<file path="config.mk">
export PLATFORM = sky130hd
export DESIGN_NAME = async_serial_transceiver
export DESIGN_NICKNAME = d
export VERILOG_FILES = /design/src/design/serial_pkg.sv /design/src/design/async_serial_transceiver.sv
export SDC_FILE = /design/constraint.sdc
export NUM_CORES = 1
export LEC_CHECK = 0
export ABC_AREA = 1
export BUFFER_PORTS_ARGS = -buffer_cell sky130_fd_sc_hd__buf_4
export CORE_MARGIN = 2
export CORE_UTILIZATION = 31
export DETAILED_ROUTE_END_ITERATION = 6
export MAX_ROUTING_LAYER = met4
export SLEW_MARGIN = 20
export SYNTH_ARGS = -nofsm -noshare
export SYNTH_HDL_FRONTEND = slang
export SYNTH_SLANG_ARGS = --single-unit
</file>
<file path="constraint.sdc">
create_clock -name sys_clk_i -period 4.45 [get_ports sys_clk_i]
set_clock_uncertainty 0.1 [all_clocks]
set_input_delay 0.6675 -clock sys_clk_i [delete_from_list [all_inputs] [get_ports sys_clk_i]]
set_output_delay 0.6675 -clock sys_clk_i [all_outputs]
set_load 0.02 [all_outputs]
</file>
<file path="src/design/serial_pkg.sv">
// Shared constants and carriers for the asynchronous serial transceiver
package serial_pkg;

    // ****************************************************************
    // Timing
    // ****************************************************************
    localparam int unsigned CLK_HZ       = 100_000_000;
    localparam int unsigned TICKS_PER_BIT = 16;
    localparam logic [4:0]  BIT_LAST_TICK = 5'h0f;
    localparam logic [4:0]  LEAD_LAST_TICK = 5'h10;
    localparam logic [3:0]  RX_MID_TICK   = 4'h7;
    localparam logic [3:0]  RX_LAST_TICK  = 4'hf;
    localparam logic [2:0]  LAST_DATA_BIT = 3'h7;

    // ****************************************************************
    // Reset values
    // ****************************************************************
    localparam logic [15:0] DIVISOR_RESET  = 16'h0000;
    localparam logic [7:0]  BYTE_RESET     = 8'h00;
    localparam logic        LINE_IDLE      = 1'b1;

    // ****************************************************************
    // Address-matching schemes
    // ****************************************************************
    localparam logic [1:0] SCHEME_ALL       = 2'b00;
    localparam logic [1:0] SCHEME_ADDR_ONLY = 2'b01;
    localparam logic [1:0] SCHEME_MATCHED   = 2'b10;
    localparam logic [1:0] SCHEME_DATA_ONLY = 2'b11;

    typedef enum logic [2:0] {
        TX_IDLE  = 3'b000,
        TX_LEAD  = 3'b001,
        TX_START = 3'b010,
        TX_DATA  = 3'b011,
        TX_NINTH = 3'b100,
        TX_STOP  = 3'b101
    } tx_state_e;

    typedef enum logic [2:0] {
        RX_IDLE  = 3'b000,
        RX_START = 3'b001,
        RX_DATA  = 3'b010,
        RX_NINTH = 3'b011,
        RX_STOP  = 3'b100
    } rx_state_e;

    // Character format shared by both directions
    typedef struct packed {
        logic       parity_on_bit;
        logic       parity_odd;
        logic       two_stop;
        logic       multidrop_enable;
        logic [1:0] multidrop_scheme_select;
    } frame_cfg_s;

    // Receive status
    typedef struct packed {
        logic framing_err;
        logic parity_err;
        logic overrun_err;
        logic break_seen;
        logic new_frame;
        logic rx_ninth;
    } rx_status_s;

endpackage

</file>
<file path="src/design/async_serial_transceiver.sv">
// Full-duplex asynchronous serial transmitter, receiver and bit rate divider
module async_serial_transceiver (
    input  wire logic                   sys_clk_i,
    input  wire logic                   reset_i,
    input  wire serial_pkg::frame_cfg_s cfg_i,
    input  wire logic                   tx_enable_bit_i,
    input  wire logic                   rx_enable_i,
    input  wire logic                   flow_control_enable_i,
    input  wire logic                   tx_ninth_bit_i,
    input  wire logic                   rx_irq_errors_only_i,
    input  wire logic                   timer_mode_i,
    input  wire logic [7:0]             divisor_byte_i,
    input  wire logic                   divisor_hi_wr_i,
    input  wire logic                   divisor_lo_wr_i,
    input  wire logic [7:0]             addr_compare_i,
    input  wire logic [7:0]             tx_data_i,
    input  wire logic                   tx_data_wr_i,
    input  wire logic                   rx_data_rd_i,
    input  wire logic                   rxd_i,
    input  wire logic                   cts_n_i,
    output logic                        txd_o,
    output logic                        transceiver_drive_enable_o,
    output logic                        tx_holding_empty_o,
    output logic                        tx_irq_o,
    output logic                        rx_byte_ready_o,
    output logic [7:0]                  rx_data_o,
    output serial_pkg::rx_status_s      rx_status_o,
    output logic                        rx_irq_o,
    output logic                        timer_irq_o
);
    import serial_pkg::*;

    // ****************************************************************
    // Pin synchronisers
    // ****************************************************************
    logic       rxd_meta;
    logic       rxd_sync;
    logic       cts_n_meta;
    logic       cts_n_sync;

    always_ff @(posedge sys_clk_i or posedge reset_i) begin
        if (reset_i) begin
            rxd_meta   <= LINE_IDLE;
            rxd_sync   <= LINE_IDLE;
            cts_n_meta <= 1'b1;
            cts_n_sync <= 1'b1;
        end else begin
            rxd_meta   <= rxd_i;
            rxd_sync   <= rxd_meta;
            cts_n_meta <= cts_n_i;
            cts_n_sync <= cts_n_meta;
        end
    end

    // ****************************************************************
    // Bit rate divider and timer
    // ****************************************************************
    logic [15:0] divisor;
    logic [15:0] div_cnt;
    logic        tick;

    always_ff @(posedge sys_clk_i or posedge reset_i) begin
        if (reset_i) begin
            divisor <= DIVISOR_RESET;
        end else begin
            if (divisor_hi_wr_i) begin
                divisor[15:8] <= divisor_byte_i;
            end
            if (divisor_lo_wr_i) begin
                divisor[7:0] <= divisor_byte_i;
            end
        end
    end

    // One tick per divisor count, sixteen ticks per bit
    assign tick = (div_cnt <= 16'h0001);

    always_ff @(posedge sys_clk_i or posedge reset_i) begin
        if (reset_i) begin
            div_cnt <= DIVISOR_RESET;
        end else if (tick) begin
            div_cnt <= divisor;
        end else begin
            div_cnt <= div_cnt - 16'h0001;
        end
    end

    // timer pulse when serial use is off
    always_ff @(posedge sys_clk_i or posedge reset_i) begin
        if (reset_i) begin
            timer_irq_o <= 1'b0;
        end else begin
            timer_irq_o <= timer_mode_i & ~tx_enable_bit_i & ~rx_enable_i
                           & tick;
        end
    end

    // ****************************************************************
    // Transmitter
    // ****************************************************************
    tx_state_e  tx_state;
    logic [4:0] tx_ph;
    logic [2:0] tx_bit;
    logic       tx_stop2;
    logic [7:0] hold_data;
    logic       hold_ninth;
    logic       hold_full;
    logic [7:0] tx_shift;
    logic       tx_ninth;
    logic       tx_bit_end;
    logic       tx_lead_end;
    logic       can_send;
    logic       has_ninth;

    assign tx_bit_end  = tick & (tx_ph == BIT_LAST_TICK);
    assign tx_lead_end = tick & (tx_ph == LEAD_LAST_TICK);
    assign has_ninth   = cfg_i.multidrop_enable | cfg_i.parity_on_bit;
    // clear-to-send ignored unless flow control is on
    // sampled in the cycle that starts a character
    assign can_send    = hold_full & tx_enable_bit_i
                         & (~flow_control_enable_i | ~cts_n_sync);

    // holding register and its empty flag
    // a write fills it and clears the empty flag
    always_ff @(posedge sys_clk_i or posedge reset_i) begin
        if (reset_i) begin
            hold_data  <= BYTE_RESET;
            hold_ninth <= 1'b0;
            hold_full  <= 1'b0;
        end else if (tx_data_wr_i) begin
            hold_data  <= tx_data_i;
            // marker bit captured with the byte
            hold_ninth <= tx_ninth_bit_i;
            hold_full  <= 1'b1;
        end else if (tx_state == TX_START && tx_ph == 5'h00 && hold_full
                     && tick) begin
            hold_full  <= 1'b0;
        end
    end

    // shifter loads from holding register on its own
    // transmit sequencing independent of the receiver
    always_ff @(posedge sys_clk_i or posedge reset_i) begin
        if (reset_i) begin
            tx_state <= TX_IDLE;
            tx_ph    <= 5'h00;
            tx_bit   <= 3'h0;
            tx_stop2 <= 1'b0;
            tx_shift <= BYTE_RESET;
            tx_ninth <= 1'b0;
        end else begin
            if (tick) begin
                tx_ph <= (tx_bit_end && tx_state != TX_LEAD) ? 5'h00
                                                              : tx_ph + 5'h01;
            end
            unique case (tx_state)
                TX_IDLE: begin
                    tx_ph <= 5'h00;
                    if (hold_full && tx_enable_bit_i) begin
                        tx_state <= TX_LEAD;
                    end
                end
                TX_LEAD: begin
                    if (tx_lead_end) begin
                        tx_ph <= LEAD_LAST_TICK;
                    end
                    if (tx_ph == LEAD_LAST_TICK && can_send) begin
                        tx_state <= TX_START;
                        tx_ph    <= 5'h00;
                    end
                end
                TX_START: begin
                    if (tick && tx_ph == 5'h00) begin
                        tx_shift <= hold_data;
                        // even or odd parity on send
                        // marker bit in place of parity
                        tx_ninth <= cfg_i.multidrop_enable ? hold_ninth
                                  : (^hold_data) ^ cfg_i.parity_odd;
                    end
                    if (tx_bit_end) begin
                        tx_state <= TX_DATA;
                        tx_bit   <= 3'h0;
                    end
                end
                TX_DATA: begin
                    if (tx_bit_end) begin
                        tx_shift <= {1'b0, tx_shift[7:1]};
                        tx_bit   <= tx_bit + 3'h1;
                        if (tx_bit == LAST_DATA_BIT) begin
                            tx_state <= has_ninth ? TX_NINTH : TX_STOP;
                            tx_stop2 <= 1'b0;
                        end
                    end
                end
                TX_NINTH: begin
                    if (tx_bit_end) begin
                        tx_state <= TX_STOP;
                        tx_stop2 <= 1'b0;
                    end
                end
                TX_STOP: begin
                    if (tx_bit_end) begin
                        if (cfg_i.two_stop && !tx_stop2) begin
                            tx_stop2 <= 1'b1;
                        end else if (can_send) begin
                            tx_state <= TX_START;
                        end else begin
                            tx_state <= TX_IDLE;
                        end
                    end
                end
                default: begin
                    tx_state <= TX_IDLE;
                end
            endcase
        end
    end

    // Line, drive enable and transmit interrupt
    always_ff @(posedge sys_clk_i or posedge reset_i) begin
        if (reset_i) begin
            txd_o                      <= LINE_IDLE;
            transceiver_drive_enable_o <= 1'b0;
            tx_holding_empty_o         <= 1'b1;
            tx_irq_o                   <= 1'b0;
        end else begin
            unique case (tx_state)
                TX_START: txd_o <= 1'b0;
                TX_DATA:  txd_o <= tx_shift[0];
                TX_NINTH: txd_o <= tx_ninth;
                default:  txd_o <= LINE_IDLE;
            endcase
            // drive enable covers lead, frame and stop
            // drops one clock after the last stop bit
            transceiver_drive_enable_o <= (tx_state != TX_IDLE);
            tx_holding_empty_o         <= ~hold_full;
            // raised while enabled and holding register empty
            tx_irq_o <= tx_enable_bit_i & ~hold_full;
        end
    end

    // ****************************************************************
    // Receiver
    // ****************************************************************
    rx_state_e  rx_state;
    logic [3:0] rx_ph;
    logic [2:0] rx_bit;
    logic [7:0] rx_shift;
    logic       rx_ninth;
    logic       rx_sample;
    logic       rx_done;
    logic       is_addr;
    logic       addr_hit;
    logic       matched;
    logic       first_data;
    logic       accept;
    logic       par_bad;
    logic       frame_bad;
    logic       brk;

    // centre sampling after the mid-bit start check
    assign rx_sample = tick & (rx_ph == RX_LAST_TICK);

    always_ff @(posedge sys_clk_i or posedge reset_i) begin
        if (reset_i) begin
            rx_state <= RX_IDLE;
            rx_ph    <= 4'h0;
            rx_bit   <= 3'h0;
            rx_shift <= BYTE_RESET;
            rx_ninth <= 1'b0;
        end else if (!rx_enable_i) begin
            rx_state <= RX_IDLE;
            rx_ph    <= 4'h0;
        end else begin
            if (tick) begin
                rx_ph <= rx_ph + 4'h1;
            end
            unique case (rx_state)
                RX_IDLE: begin
                    rx_ph <= 4'h0;
                    if (!rxd_sync) begin
                        rx_state <= RX_START;
                    end
                end
                RX_START: begin
                    if (tick && rx_ph == RX_MID_TICK) begin
                        rx_ph    <= 4'h0;
                        rx_bit   <= 3'h0;
                        rx_state <= rxd_sync ? RX_IDLE : RX_DATA;
                    end
                end
                RX_DATA: begin
                    if (rx_sample) begin
                        rx_shift <= {rxd_sync, rx_shift[7:1]};
                        rx_bit   <= rx_bit + 3'h1;
                        if (rx_bit == LAST_DATA_BIT) begin
                            rx_state <= has_ninth ? RX_NINTH : RX_STOP;
                        end
                    end
                end
                RX_NINTH: begin
                    if (rx_sample) begin
                        rx_ninth <= rxd_sync;
                        rx_state <= RX_STOP;
                    end
                end
                RX_STOP: begin
                    if (rx_sample) begin
                        rx_state <= RX_IDLE;
                    end
                end
                default: begin
                    rx_state <= RX_IDLE;
                end
            endcase
        end
    end

    assign rx_done   = rx_enable_i & (rx_state == RX_STOP) & rx_sample;
    assign is_addr   = cfg_i.multidrop_enable & rx_ninth;
    // address compare against the node address
    assign addr_hit  = (rx_shift == addr_compare_i);
    assign par_bad   = cfg_i.parity_on_bit & ~cfg_i.multidrop_enable
                       & (rx_ninth != ((^rx_shift) ^ cfg_i.parity_odd));
    // a low stop bit is a framing error
    assign frame_bad = ~rxd_sync;
    assign brk       = frame_bad & (rx_shift == BYTE_RESET)
                       & (~has_ninth | ~rx_ninth);

    // scheme select decides which bytes are taken
    always_comb begin
        accept = 1'b1;
        if (cfg_i.multidrop_enable) begin
            unique case (cfg_i.multidrop_scheme_select)
                SCHEME_ALL:       accept = 1'b1;
                SCHEME_ADDR_ONLY: accept = is_addr;
                SCHEME_MATCHED:   accept = is_addr ? addr_hit : matched;
                SCHEME_DATA_ONLY: accept = ~is_addr & matched;
            endcase
        end
    end

    // frame match tracking and first-data marker
    always_ff @(posedge sys_clk_i or posedge reset_i) begin
        if (reset_i) begin
            matched    <= 1'b0;
            first_data <= 1'b0;
        end else if (rx_done && cfg_i.multidrop_enable) begin
            if (is_addr) begin
                matched    <= addr_hit;
                first_data <= addr_hit;
            end else if (accept) begin
                first_data <= 1'b0;
            end
        end
    end

    // receive data register and ready flag
    // error flags; a new event wins over the read clear
    always_ff @(posedge sys_clk_i or posedge reset_i) begin
        if (reset_i) begin
            rx_byte_ready_o <= 1'b0;
            rx_data_o       <= BYTE_RESET;
            rx_status_o     <= '0;
        end else begin
            if (rx_data_rd_i) begin
                rx_byte_ready_o         <= 1'b0;
                rx_status_o.framing_err <= 1'b0;
                rx_status_o.parity_err  <= 1'b0;
                rx_status_o.overrun_err <= 1'b0;
                rx_status_o.break_seen  <= 1'b0;
            end
            if (rx_done) begin
                if (frame_bad) begin
                    rx_status_o.framing_err <= 1'b1;
                end
                if (par_bad) begin
                    rx_status_o.parity_err <= 1'b1;
                end
                if (brk) begin
                    rx_status_o.break_seen <= 1'b1;
                end
                if (accept) begin
                    if (rx_byte_ready_o && !rx_data_rd_i) begin
                        rx_status_o.overrun_err <= 1'b1;
                    end
                    rx_byte_ready_o       <= 1'b1;
                    rx_data_o             <= rx_shift;
                    rx_status_o.rx_ninth  <= rx_ninth;
                    rx_status_o.new_frame <= first_data & ~is_addr;
                end
            end
        end
    end

    // data plus errors, or errors alone
    // one interrupt for data and error sources
    always_ff @(posedge sys_clk_i or posedge reset_i) begin
        if (reset_i) begin
            rx_irq_o <= 1'b0;
        end else begin
            rx_irq_o <= (rx_byte_ready_o & ~rx_irq_errors_only_i)
                        | rx_status_o.framing_err | rx_status_o.parity_err
                        | rx_status_o.overrun_err | rx_status_o.break_seen;
        end
    end

endmodule

</file>
==> key figures, run 1 <==
GRT
  • Global-route wire length before repair: around 21,000 microns
  • Overflow left after global routing: 0
  • Number of global-route vias before repair: 4,321
  • Overall track demand over capacity in global routing: 0.1399
  • Number of antenna violations at the first check in global routing: 0
  • Pin count of the biggest net entering global routing: 63

Clock network
  • Root buffer cell: sky130_fd_sc_hd__clkbuf_16
  • Post-CTS setup buffer count: 0
  • Number of gates given a new drive strength after cts: 0
  • Clock insertion delay at the later pin of the skew report: between 0.3 and 0.4 ns
  • Clock Pin Slew Worst Setup and Hold Paths: 0.08 ns
  • Number of buffers on the longest clock path: 2
  • Clk sink count: around 110
  • Count of H-tree levels built during CTS: 3
  • Number of clock buffers inserted by TritonCTS: 9
  • Count of hold buffers inserted by post-cts repair: 0
  • Clock tree from TritonCTS: done

Logic synthesis
  • Area leader, netlist: sky130_fd_sc_hd__dfrtp_1
  • Syn_area_per_cell: 8.291 sq um
  • Portion of synthesized cell area occupied by the leading cell type: 0.4572
  • Syn Inst Count: 680
  • Nets in the synthesized netlist: 738
  • Number of library cell types mapped by synthesis: 47
  • Area of the mapped netlist: between 0.005 and 0.006 sq mm
  • Most numerous cell types in the synthesized netlist: 191 x sky130_fd_sc_hd__nand2_1, 103 x sky130_fd_sc_hd__dfrtp_1, 92 x sky130_fd_sc_hd__inv_1, 51 x sky130_fd_sc_hd__nor2_1, 49 x sky130_fd_sc_hd__o21ai_0
  • Most frequent cell after synthesis: sky130_fd_sc_hd__nand2_1
  • Primary flip-flop cell chosen by synthesis mapping: sky130_fd_sc_hd__dfrtp_1
  • Number of flops mapped to enable cells by yosys: 0
  • Proportion of synthesized flip-flops having asynchronous set or reset: 1.000
  • #FFs+latches synth: about 110
  • Yosys synthesis warning count: 0
  • Most area-consuming cells after synthesis: sky130_fd_sc_hd__dfrtp_1 46%, sky130_fd_sc_hd__nand2_1 13%, sky130_fd_sc_hd__inv_1 6.1%
  • Portion of the post-synthesis area used by sequential elements: 0.4851

Detailed routing
  • Total wirelength of the detailed-routed design: 12,470 microns
  • Via count of the routed design: ~4,400
  • TritonRoute pass-1 iters: 4
  • Max layer used: met4
  • Routed met3 length: 318 microns
  • Post-detailed-route via-to-cell ratio: 4.533
  • Detailed-route wire length on metal 1: 6179 microns
  • Post-detailed-route wirelength per cell: 12.75 microns
  • Count of routing violations after the opening detailed-route iteration: 355
  • Routed met2 length: 5763 microns
  • Number of design rule violations left after detail routing: 0
  • Count of nets left with antenna violations after detail routing: 0

Timing
  • Maximum frequency from static timing analysis: 406.0 MHz
  • Final-report hold violation count: 0
  • Setup repair after global routing missed its margin: no
  • Post-route clock period utilization: 0.5535
  • Number of max-slew violations in the final report: 0
  • Headroom to the max-slew limit: 0.4638
  • Transition time of the tightest slew-check pin: 0.8042 ns
  • Setup-failing EPs final: 0
  • TNS Setup: 0 ns
  • Time the worst path needs with I/O delays and setup: ~2.5 ns

Power
  • VDD IR max: about 0.00018 V
  • Leakage power of the design: 3.340 nW
  • Pwr dens: 396.0 mW/mm^2

Cells and area
  • Layout Cells excl Fill: 978
  • Fraction of final layout cells with drive strength greater than 1: 0.1709
  • Antenna diodes: 0
  • Area Overhead vs Synth: 18.00%
  • Post-layout nets: 802
  • Non-Filler Cell Area, Final: 0.006653 sq mm
  • Total of fill cells in the finished design: 1,872

Place
  • Routability congestion estimate: 0.8458
  • HPWL reported at the end of detailed placement: 9249 microns
  • Post-Place Cell Area: between 0.006 and 0.007 sq mm
  • Cell count after placement: 962
  • Port Buffers: 64

Run status
  • Outcome: finished clean

Worst setup path
  • Required time of the worst setup path: 4.60 ns
  • Classification of the worst setup path: reg -> reg
  • Setup crit start kind: flop
  • Element type at the critical path end: flop
  • Data arrival time of the worst path: 2.61 ns
  • Largest fanout of any net on the critical path: 24

Die
  • Initial standard-cell utilization of the core: 0.3149
  • Core Footprint: 0.01790 sq mm
  • IO Pins: 65
  • Horizontal die dimension: 138.9 microns
  • Die height: 138.9 microns
  • Number of placement rows: 49
  • Die Area: 0.01928 sq mm

Run
  • Number of max-cap violations: 0

Min path
  • Min-delay worst type: reg -> reg
==> final cells by class <==
type,count,area [sq um],area share
clock buffer,10,239.0,0.03592
clock inverter,6,76.32,0.01147
inverter,94,355.3,0.05341
multi-input combinational,464,2465,0.3705
sequential,109,2735,0.4111
tap,229,286.5,0.04307
timing repair buffer,66,495.5,0.07448
==> layout by cell type, fill, tap and decap left out, types with 3 or more instances in the layout <==
cell type / n
sky130_fd_sc_hd__xnor2_1: 10
sky130_fd_sc_hd__dfstp_2: 6
sky130_fd_sc_hd__clkbuf_16: 9
sky130_fd_sc_hd__a21oi_1: 9
sky130_fd_sc_hd__nand3_1: 33
sky130_fd_sc_hd__mux2_2: 7
sky130_fd_sc_hd__a31oi_1: 4
sky130_fd_sc_hd__or2_2: 3
sky130_fd_sc_hd__buf_4: 66
sky130_fd_sc_hd__ha_1: 14
sky130_fd_sc_hd__nor3_1: 6
sky130_fd_sc_hd__o21ai_2: 7
sky130_fd_sc_hd__nand2_1: 191
sky130_fd_sc_hd__o21ai_0: 49
sky130_fd_sc_hd__mux2i_1: 6
sky130_fd_sc_hd__nand4_1: 12
sky130_fd_sc_hd__dfrtp_1: 103
sky130_fd_sc_hd__xor2_1: 14
sky130_fd_sc_hd__nor2_1: 51
sky130_fd_sc_hd__inv_1: 91
sky130_fd_sc_hd__o21ai_1: 13
sky130_fd_sc_hd__nor2_2: 9
==> worst max-delay path, cell delays in order (launching register included) <==
cell,delay [ns]
sky130_fd_sc_hd__dfrtp_1,0.41
sky130_fd_sc_hd__inv_1,0.09
sky130_fd_sc_hd__ha_1,0.22
sky130_fd_sc_hd__o21ai_1,0.09
sky130_fd_sc_hd__nor2_1,0.12
sky130_fd_sc_hd__nand2_2,0.30
sky130_fd_sc_hd__nor3_4,0.27
sky130_fd_sc_hd__nand4_2,0.40
sky130_fd_sc_hd__inv_1,0.26
sky130_fd_sc_hd__o21ai_0,0.09
==> routing by layer <==
layer | up-vias | GRT usage
li1 | 2311 | -
met3 | 12 | 0.01796
met1 | 2057 | 0.1860
met4 | 0 | 0.05210
met5 | - | -
met2 | 53 | 0.2199
==> worst paths after layout <==
path                                      start                       end  slack [ns]  depth (start not counted)
hold reg to reg              rxd_meta$_DFF_PP1_        rxd_sync$_DFF_PP1_        0.25                          0
setup / recovery           div_cnt[0]$_DFF_PP0_   rx_shift[7]$_DFFE_PP0P_        1.99                          9
max in group asynchronous               reset_i      cts_n_meta$_DFF_PP1_        3.01                          3
setup reg to reg           div_cnt[0]$_DFF_PP0_   rx_shift[7]$_DFFE_PP0P_        1.99                          9
hold / removal               rxd_meta$_DFF_PP1_        rxd_sync$_DFF_PP1_        0.25                          0
min in group asynchronous               reset_i  hold_data[4]$_DFFE_PP0P_        0.35                          2
==> power breakdown <==
part           internal, mW  leakage [nW]  switching (mW)  total, mW
registers              1.10          1.38          0.0891       1.19
logic                 0.227          1.81           0.363      0.589
clock network         0.462         0.149           0.393      0.855
total                  1.79          3.34           0.845       2.63
==> through the flow <==
step | utilization | power (mW) | hold WS, ns | setup slack, ns
2_1_floorplan | - | 1.634 | 0.2452 | 0.8185
3_3_place_gp | 0.3540 | 1.794 | 0.2468 | 2.011
3_5_place_dp | 0.3540 | 1.802 | 0.2478 | 1.947
4_1_cts | 0.3716 | 2.666 | 0.2563 | 1.932
5_1_grt | 0.3716 | 2.811 | 0.2645 | 1.696
6_report | 0.3716 | 2.635 | 0.2520 | 1.987
==> cells by family (layout without fill, tap and decap cells) <==
logic type,after synthesis,after routing,synth area share
buffers and inverters,107,176,0.07767
flip-flops,109,109,0.4851
multiplexers,13,13,0.02464
XOR/XNOR,24,24,0.03728
adder cells (fa/ha/maj),14,14,0.03107
AO/OA/AOI/OAI,95,95,0.09831
AND/OR/NAND/NOR,318,318,0.2459
==> flip-flops by register name, summed over array words and instances (netlist names), 3 cells and up <==
name	count
rx_state	3
rx_data_o	8
divisor	16
tx_shift	8
tx_state	3
rx_ph	4
hold_data	8
tx_ph	5
rx_bit	3
tx_bit	3
rx_status_o	6
rx_shift	8
div_cnt	16
(Power assumes the default switching activity.)
==> run 2: changes to the inputs <==
==> constraint.sdc (replaced) <==
create_clock -name sys_clk_i -period 2.5 [get_ports sys_clk_i]
set_clock_uncertainty 0.1 [all_clocks]
set_input_delay 0.375 -clock sys_clk_i [delete_from_list [all_inputs] [get_ports sys_clk_i]]
set_output_delay 0.375 -clock sys_clk_i [all_outputs]
set_load 0.02 [all_outputs]
==> key figures, run 2 (synthesis gave the netlist of run 1 again) <==
Run status
  • Outcome: finished clean

Place
  • Worst-case setup slack after placement: 0.3964 ns
  • HPWL reported at the end of detailed placement: 9167 microns
  • Port Buffers: 64
  • Cell count after placement: a little under 1,000
  • Routability congestion estimate: 0.8592

Die
  • Die height: 138.9 microns
  • IO Pins: 65
  • Horizontal die dimension: 138.9 microns
  • Die Area: 0.01928 sq mm
  • Number of placement rows: 49
  • Core Footprint: between 0.015 and 0.02 sq mm
  • Initial standard-cell utilization of the core: 0.3149

Cells and area
  • Share of the core filled with cells in the final layout: 0.3745
  • Area Overhead vs Synth: 18.91%
  • Fraction of final layout cells with drive strength greater than 1: 0.1762
  • Antenna diodes: 0
  • Layout Cells excl Fill: 984
  • Most common cell after layout, fill and taps aside: sky130_fd_sc_hd__nand2_1
  • Post-layout nets: 808
  • Commonest cells after routing, fill and taps aside: 191 x sky130_fd_sc_hd__nand2_1, 103 x sky130_fd_sc_hd__dfrtp_1, 91 x sky130_fd_sc_hd__inv_1
  • Biggest regs: div_cnt (16), divisor (16)

Timing
  • Post-route clock period utilization: 0.8411
  • TNS Setup: 0 ns
  • Slack of the critical path: 0.3972 ns
  • Transition time of the tightest slew-check pin: roughly 0.44 ns
  • Headroom to the max-slew limit: 0.7050
  • Maximum frequency from static timing analysis: ~480 MHz
  • Time the worst path needs with I/O delays and setup: approximately 2.1 ns
  • Setup repair after global routing missed its margin: no
  • Setup-failing EPs final: 0
  • Number of max-slew violations in the final report: 0
  • Final-report hold violation count: 0

Clock network
  • Count of H-tree levels built during CTS: 3
  • Root buffer cell: sky130_fd_sc_hd__clkbuf_16
  • Number of clock buffers inserted by TritonCTS: 9
  • Clock tree from TritonCTS: done
  • Clk sink count: between 100 and 150
  • Clock Pin Slew Worst Setup and Hold Paths: 0.08 ns
  • Clock insertion delay at the later pin of the skew report: 0.36 ns
  • Number of buffers on the longest clock path: 2

Power
  • VDD IR max: ~0.00026 V
  • Post-layout total power: about 4.6 mW
  • Pwr dens: just under 700 mW/mm^2
  • Leakage power of the design: 3.367 nW

Detailed routing
  • TritonRoute pass-1 iters: 4
  • Number of design rule violations left after detail routing: 0
  • Total wirelength of the detailed-routed design: 12,090 microns
  • Post-detailed-route via-to-cell ratio: 4.534
  • Via count of the routed design: approximately 4,500
  • Count of nets left with antenna violations after detail routing: 0
  • Count of routing violations after the opening detailed-route iteration: between 300 and 400
  • Post-detailed-route wirelength per cell: 12.29 microns

GRT
  • Overflow left after global routing: 0
  • Global-route wire length before repair: between 20,000 and 25,000 microns
  • Pin count of the biggest net entering global routing: 70
  • Number of antenna violations at the first check in global routing: 0
  • Overall track demand over capacity in global routing: 0.1342
  • Number of global-route vias before repair: 4,186

Worst setup path
  • Data arrival time of the worst path: ~2.3 ns
  • Setup crit start kind: flop
  • Element type at the critical path end: flop
  • Classification of the worst setup path: reg -> reg
  • Required time of the worst setup path: about 2.7 ns
  • Largest fanout of any net on the critical path: 11

Min path
  • Min-delay worst type: in -> reg

Run
  • Number of max-cap violations: 0
run 2: through the flow:
step	cell area, sq um	hold slack, ns
2_1_floorplan	5642	0.2452
3_3_place_gp	6401	0.2466
3_5_place_dp	6401	0.2470
4_1_cts	6704	0.009252
5_1_grt	6704	0.007097
6_report	6704	0.02389
run 2: metal layers:
layer	track usage	wire length (microns)
met3	0.02417	314
met4	0.05210	178
met1	0.1805	5936
met5	-	0
met2	0.2022	5664
run 2: timing repair:
item,CTS,global route
hold buffers,1,0
setup buffers,0,0
gates resized for setup,0,0
endpoints found under the hold margin,9,0
run 2: final cells by class:
class,instances,area (sq um)
multi-input cells,464,2465
inverters,94,356.6
repair buffers,72,568.0
clock buffers,9,225.2
flip-flops and latches,109,2735
well taps,229,286.5
clock inverters,7,67.56
fillers,1857,11200
run 2: report_power, final:
group,leakage [nW],switching (mW),internal [mW]
Sequential,1.38,0.159,1.96
Combinational,1.84,0.644,0.416
Clock,0.145,0.705,0.701
run 2: worst max-delay path, stage by stage (launching register included):
cell and delay (ns):
sky130_fd_sc_hd__dfrtp_1 0.41, sky130_fd_sc_hd__inv_1 0.09, sky130_fd_sc_hd__ha_1 0.22, sky130_fd_sc_hd__nand2_1 0.13, sky130_fd_sc_hd__nor2_1 0.24, sky130_fd_sc_hd__o21a_4 0.22, sky130_fd_sc_hd__nand4_4 0.12, sky130_fd_sc_hd__inv_1 0.30
sky130_fd_sc_hd__nand4_1 0.13, sky130_fd_sc_hd__nand2_1 0.08
run 2: worst paths after layout:
kind / from / end / slack (ns) / cells past startpoint
worst max-delay path: div_cnt[0]$_DFF_PP0_ / rx_status_o[1]$_DFFE_PP0P_ / 0.40 / 9
worst min-delay path: cts_n_i / cts_n_meta$_DFF_PP1_ / 0.02 / 1
worst max register to register: div_cnt[0]$_DFF_PP0_ / rx_status_o[1]$_DFFE_PP0P_ / 0.40 / 9
worst min register to register: rxd_meta$_DFF_PP1_ / rxd_sync$_DFF_PP1_ / 0.26 / 0
max in group asynchronous: reset_i / tx_holding_empty_o$_DFF_PP1_ / 1.18 / 4
min in group asynchronous: reset_i / div_cnt[5]$_DFF_PP0_ / 0.44 / 3
==> run 3: changes to the inputs <==
==> constraint.sdc (replaced) <==
create_clock -name sys_clk_i -period 2.1 [get_ports sys_clk_i]
set_clock_uncertainty 0.1 [all_clocks]
set_input_delay 0.315 -clock sys_clk_i [delete_from_list [all_inputs] [get_ports sys_clk_i]]
set_output_delay 0.315 -clock sys_clk_i [all_outputs]
set_load 0.02 [all_outputs]
==> key figures, run 3 (synthesis gave the netlist of run 1 again) <==
Detailed routing
  • Number of design rule violations left after detail routing: 0
  • Via count of the routed design: 4,446
  • Total wirelength of the detailed-routed design: 12,300 microns
  • Post-detailed-route wirelength per cell: 12.37 microns
  • TritonRoute pass-1 iters: 5
  • Count of nets left with antenna violations after detail routing: 0
  • Count of routing violations after the opening detailed-route iteration: 270
  • Post-detailed-route via-to-cell ratio: roughly 4.5

Timing
  • Time the worst path needs with I/O delays and setup: 1.940 ns
  • Transition time of the tightest slew-check pin: about 0.45 ns
  • Post-route clock period utilization: 0.9236
  • TNS Setup: 0 ns
  • Headroom to the max-slew limit: 0.6988
  • Setup-failing EPs final: 0
  • Maximum frequency from static timing analysis: 515.6 MHz
  • Final-report hold violation count: 0
  • Number of max-slew violations in the final report: 0
  • Hold slack: about 0.035 ns

Clock network
  • Clock insertion delay at the later pin of the skew report: 0.36 ns
  • Count of H-tree levels built during CTS: 3
  • Number of buffers on the longest clock path: 2
  • Clock Pin Slew Worst Setup and Hold Paths: 0.08 ns
  • Clock tree from TritonCTS: done
  • Number of clock buffers inserted by TritonCTS: 9
  • Clk sink count: 109
  • Root buffer cell: sky130_fd_sc_hd__clkbuf_16

Worst setup path
  • Most frequent cell on the critical path: sky130_fd_sc_hd__inv_1
  • Setup crit start kind: flop
  • Critical path destination: div_cnt[6]$_DFF_PP0_
  • Data arrival time of the worst path: 2.09 ns
  • Endpoint of the lowest-slack register-to-register path: div_cnt[6]$_DFF_PP0_
  • FF-to-FF path depth: 10
  • Worst-path cell chain: inv_1 > ha_4 > o21ai_1 > nor2_1 > nand2_2 > buf_6 > clkinvlp_4 > buf_4 > o21ai_0 > inv_1
  • Slowest stage cell on the critical path: sky130_fd_sc_hd__dfrtp_1
  • R2R Path Start: div_cnt[0]$_DFF_PP0_
  • Source of the critical timing path: div_cnt[0]$_DFF_PP0_
  • Required time of the worst setup path: around 2.3 ns
  • Biggest cell delay along the critical path: 0.39 ns
  • Classification of the worst setup path: reg -> reg
  • Largest fanout of any net on the critical path: 9
  • Flop-to-flop setup slack: 0.16 ns
  • Element type at the critical path end: flop

Place
  • Port Buffers: 64
  • Post-Place Cell Area: 0.006446 sq mm
  • Routability congestion estimate: 0.8700
  • HPWL reported at the end of detailed placement: 9235 microns

Cells and area
  • Non-Filler Cell Area, Final: just under 0.007 sq mm
  • Post-layout nets: a little over 800
  • Area Overhead vs Synth: 22.93%
  • Most common cell after layout, fill and taps aside: sky130_fd_sc_hd__nand2_1
  • Fraction of final layout cells with drive strength greater than 1: 0.2026
  • Total of fill cells in the finished design: 1,822
  • Share of the core filled with cells in the final layout: 0.3871
  • Antenna diodes: 0
  • Commonest cells after routing, fill and taps aside: 189 x sky130_fd_sc_hd__nand2_1, 102 x sky130_fd_sc_hd__dfrtp_1, 89 x sky130_fd_sc_hd__inv_1
  • Biggest regs: div_cnt (16), divisor (16)

GRT
  • Pin count of the biggest net entering global routing: 69
  • Met3 Track Usage GR: 0.01968
  • Number of global-route vias before repair: ~4,200
  • Overflow left after global routing: 0
  • Global-route wire length before repair: between 20,000 and 25,000 microns
  • Met2 GRT Util: 0.2105
  • Overall track demand over capacity in global routing: 0.1362
  • Number of antenna violations at the first check in global routing: 0
  • Gr busiest metal: met2
  • Met1 demand-to-capacity share in global routing: 0.1806

Die
  • Core Footprint: 0.01790 sq mm
  • Horizontal die dimension: around 140 microns
  • Die Area: 0.01928 sq mm
  • Die height: 138.9 microns
  • Number of placement rows: a little under 50
  • Initial standard-cell utilization of the core: 0.3149
  • IO Pins: 65

Power
  • Pwr dens: 841.3 mW/mm^2
  • VDD IR max: 0.0004217 V
  • Leakage power of the design: 3.444 nW

Min path
  • Origin of the worst min-delay path: rx_irq_errors_only_i
  • Min-delay worst type: in -> reg

Run
  • Number of max-cap violations: 0

Run status
  • Outcome: finished clean
-- run 3: cell types whose count changed in the layout (fill, tap and decap cells not counted), moves of 3 or more --
cell,before,now
sky130_fd_sc_hd__buf_4,69,74
sky130_fd_sc_hd__bufinv_16,0,3
sky130_fd_sc_hd__nand2_2,2,5
sky130_fd_sc_hd__nor2_1,51,46
sky130_fd_sc_hd__nor2_4,1,5
-- run 3: power by group --
| group | switching, mW | leakage, nW | internal (mW) |
|---|---|---|---|
| Combinational | 0.790 | 1.89 | 0.521 |
| Clock | 0.800 | 0.175 | 1.19 |
| Sequential | 0.198 | 1.38 | 2.34 |
| Total | 1.79 | 3.44 | 4.04 |
-- run 3: worst max-delay path, delay by kind of cell, from the launching register on --
family	cells	cell delay [ns]
buffers and inverters	5	0.69
DFF	1	0.39
AOI/OAI and AO/OA	2	0.29
and+or+nand+nor	2	0.19
adders and majority gates	1	0.18
-- run 3: metrics by stage --
| step | total power, mW | instances | setup WS, ns |
|---|---|---|---|
| 2_1_floorplan | 3.463 | 680 | 0.3224 |
| 3_3_place_gp | 3.832 | 973 | 0.1016 |
| 3_5_place_dp | 3.839 | 973 | 0.02457 |
| 4_1_cts | 5.858 | 992 | 0.01988 |
| 5_1_grt | 6.219 | 994 | -0.0002873 |
| 6_report | 5.831 | 994 | 0.1605 |
-- run 3: area by class of cell --
| type | count | area [sq um] | share of cell area |
|---|---|---|---|
| flip-flops and latches | 109 | 2736 | 0.3948 |
| repair buffers | 81 | 648.1 | 0.09352 |
| clock buffers | 9 | 225.2 | 0.03250 |
| inverters | 94 | 364.1 | 0.05254 |
| clock inverters | 7 | 131.4 | 0.01896 |
| well taps | 229 | 286.5 | 0.04134 |
| multi-input cells | 465 | 2539 | 0.3663 |
-- run 3: how the worst min path moves through the flow --
stage / endpoint / slack, ns / depth (start not counted)
floorplan: cts_n_meta$_DFF_PP1_ / 0.22 / 0
global placement: divisor[15]$_DFFE_PP0P_ / 0.12 / 2
detailed placement: divisor[15]$_DFFE_PP0P_ / 0.12 / 2
CTS: rx_irq_o$_DFF_PP0_ / 0.02 / 2
global route: rx_irq_o$_DFF_PP0_ / 0.04 / 2
finish: rx_irq_o$_DFF_PP0_ / 0.04 / 2
-- run 3: per-layer routing --
layer	routed length, microns	vias to the layer above
met2	5667	55
met1	6060	2030
met4	246	0
met3	321	21
met5	0	-
li1	-	2340
-- run 3: what timing repair did --
action	CTS	global route
gates resized for setup	0	24
hold buffers	3	0
setup buffers	0	1
endpoints found under the setup margin	0	47
endpoints found under the hold margin	43	0
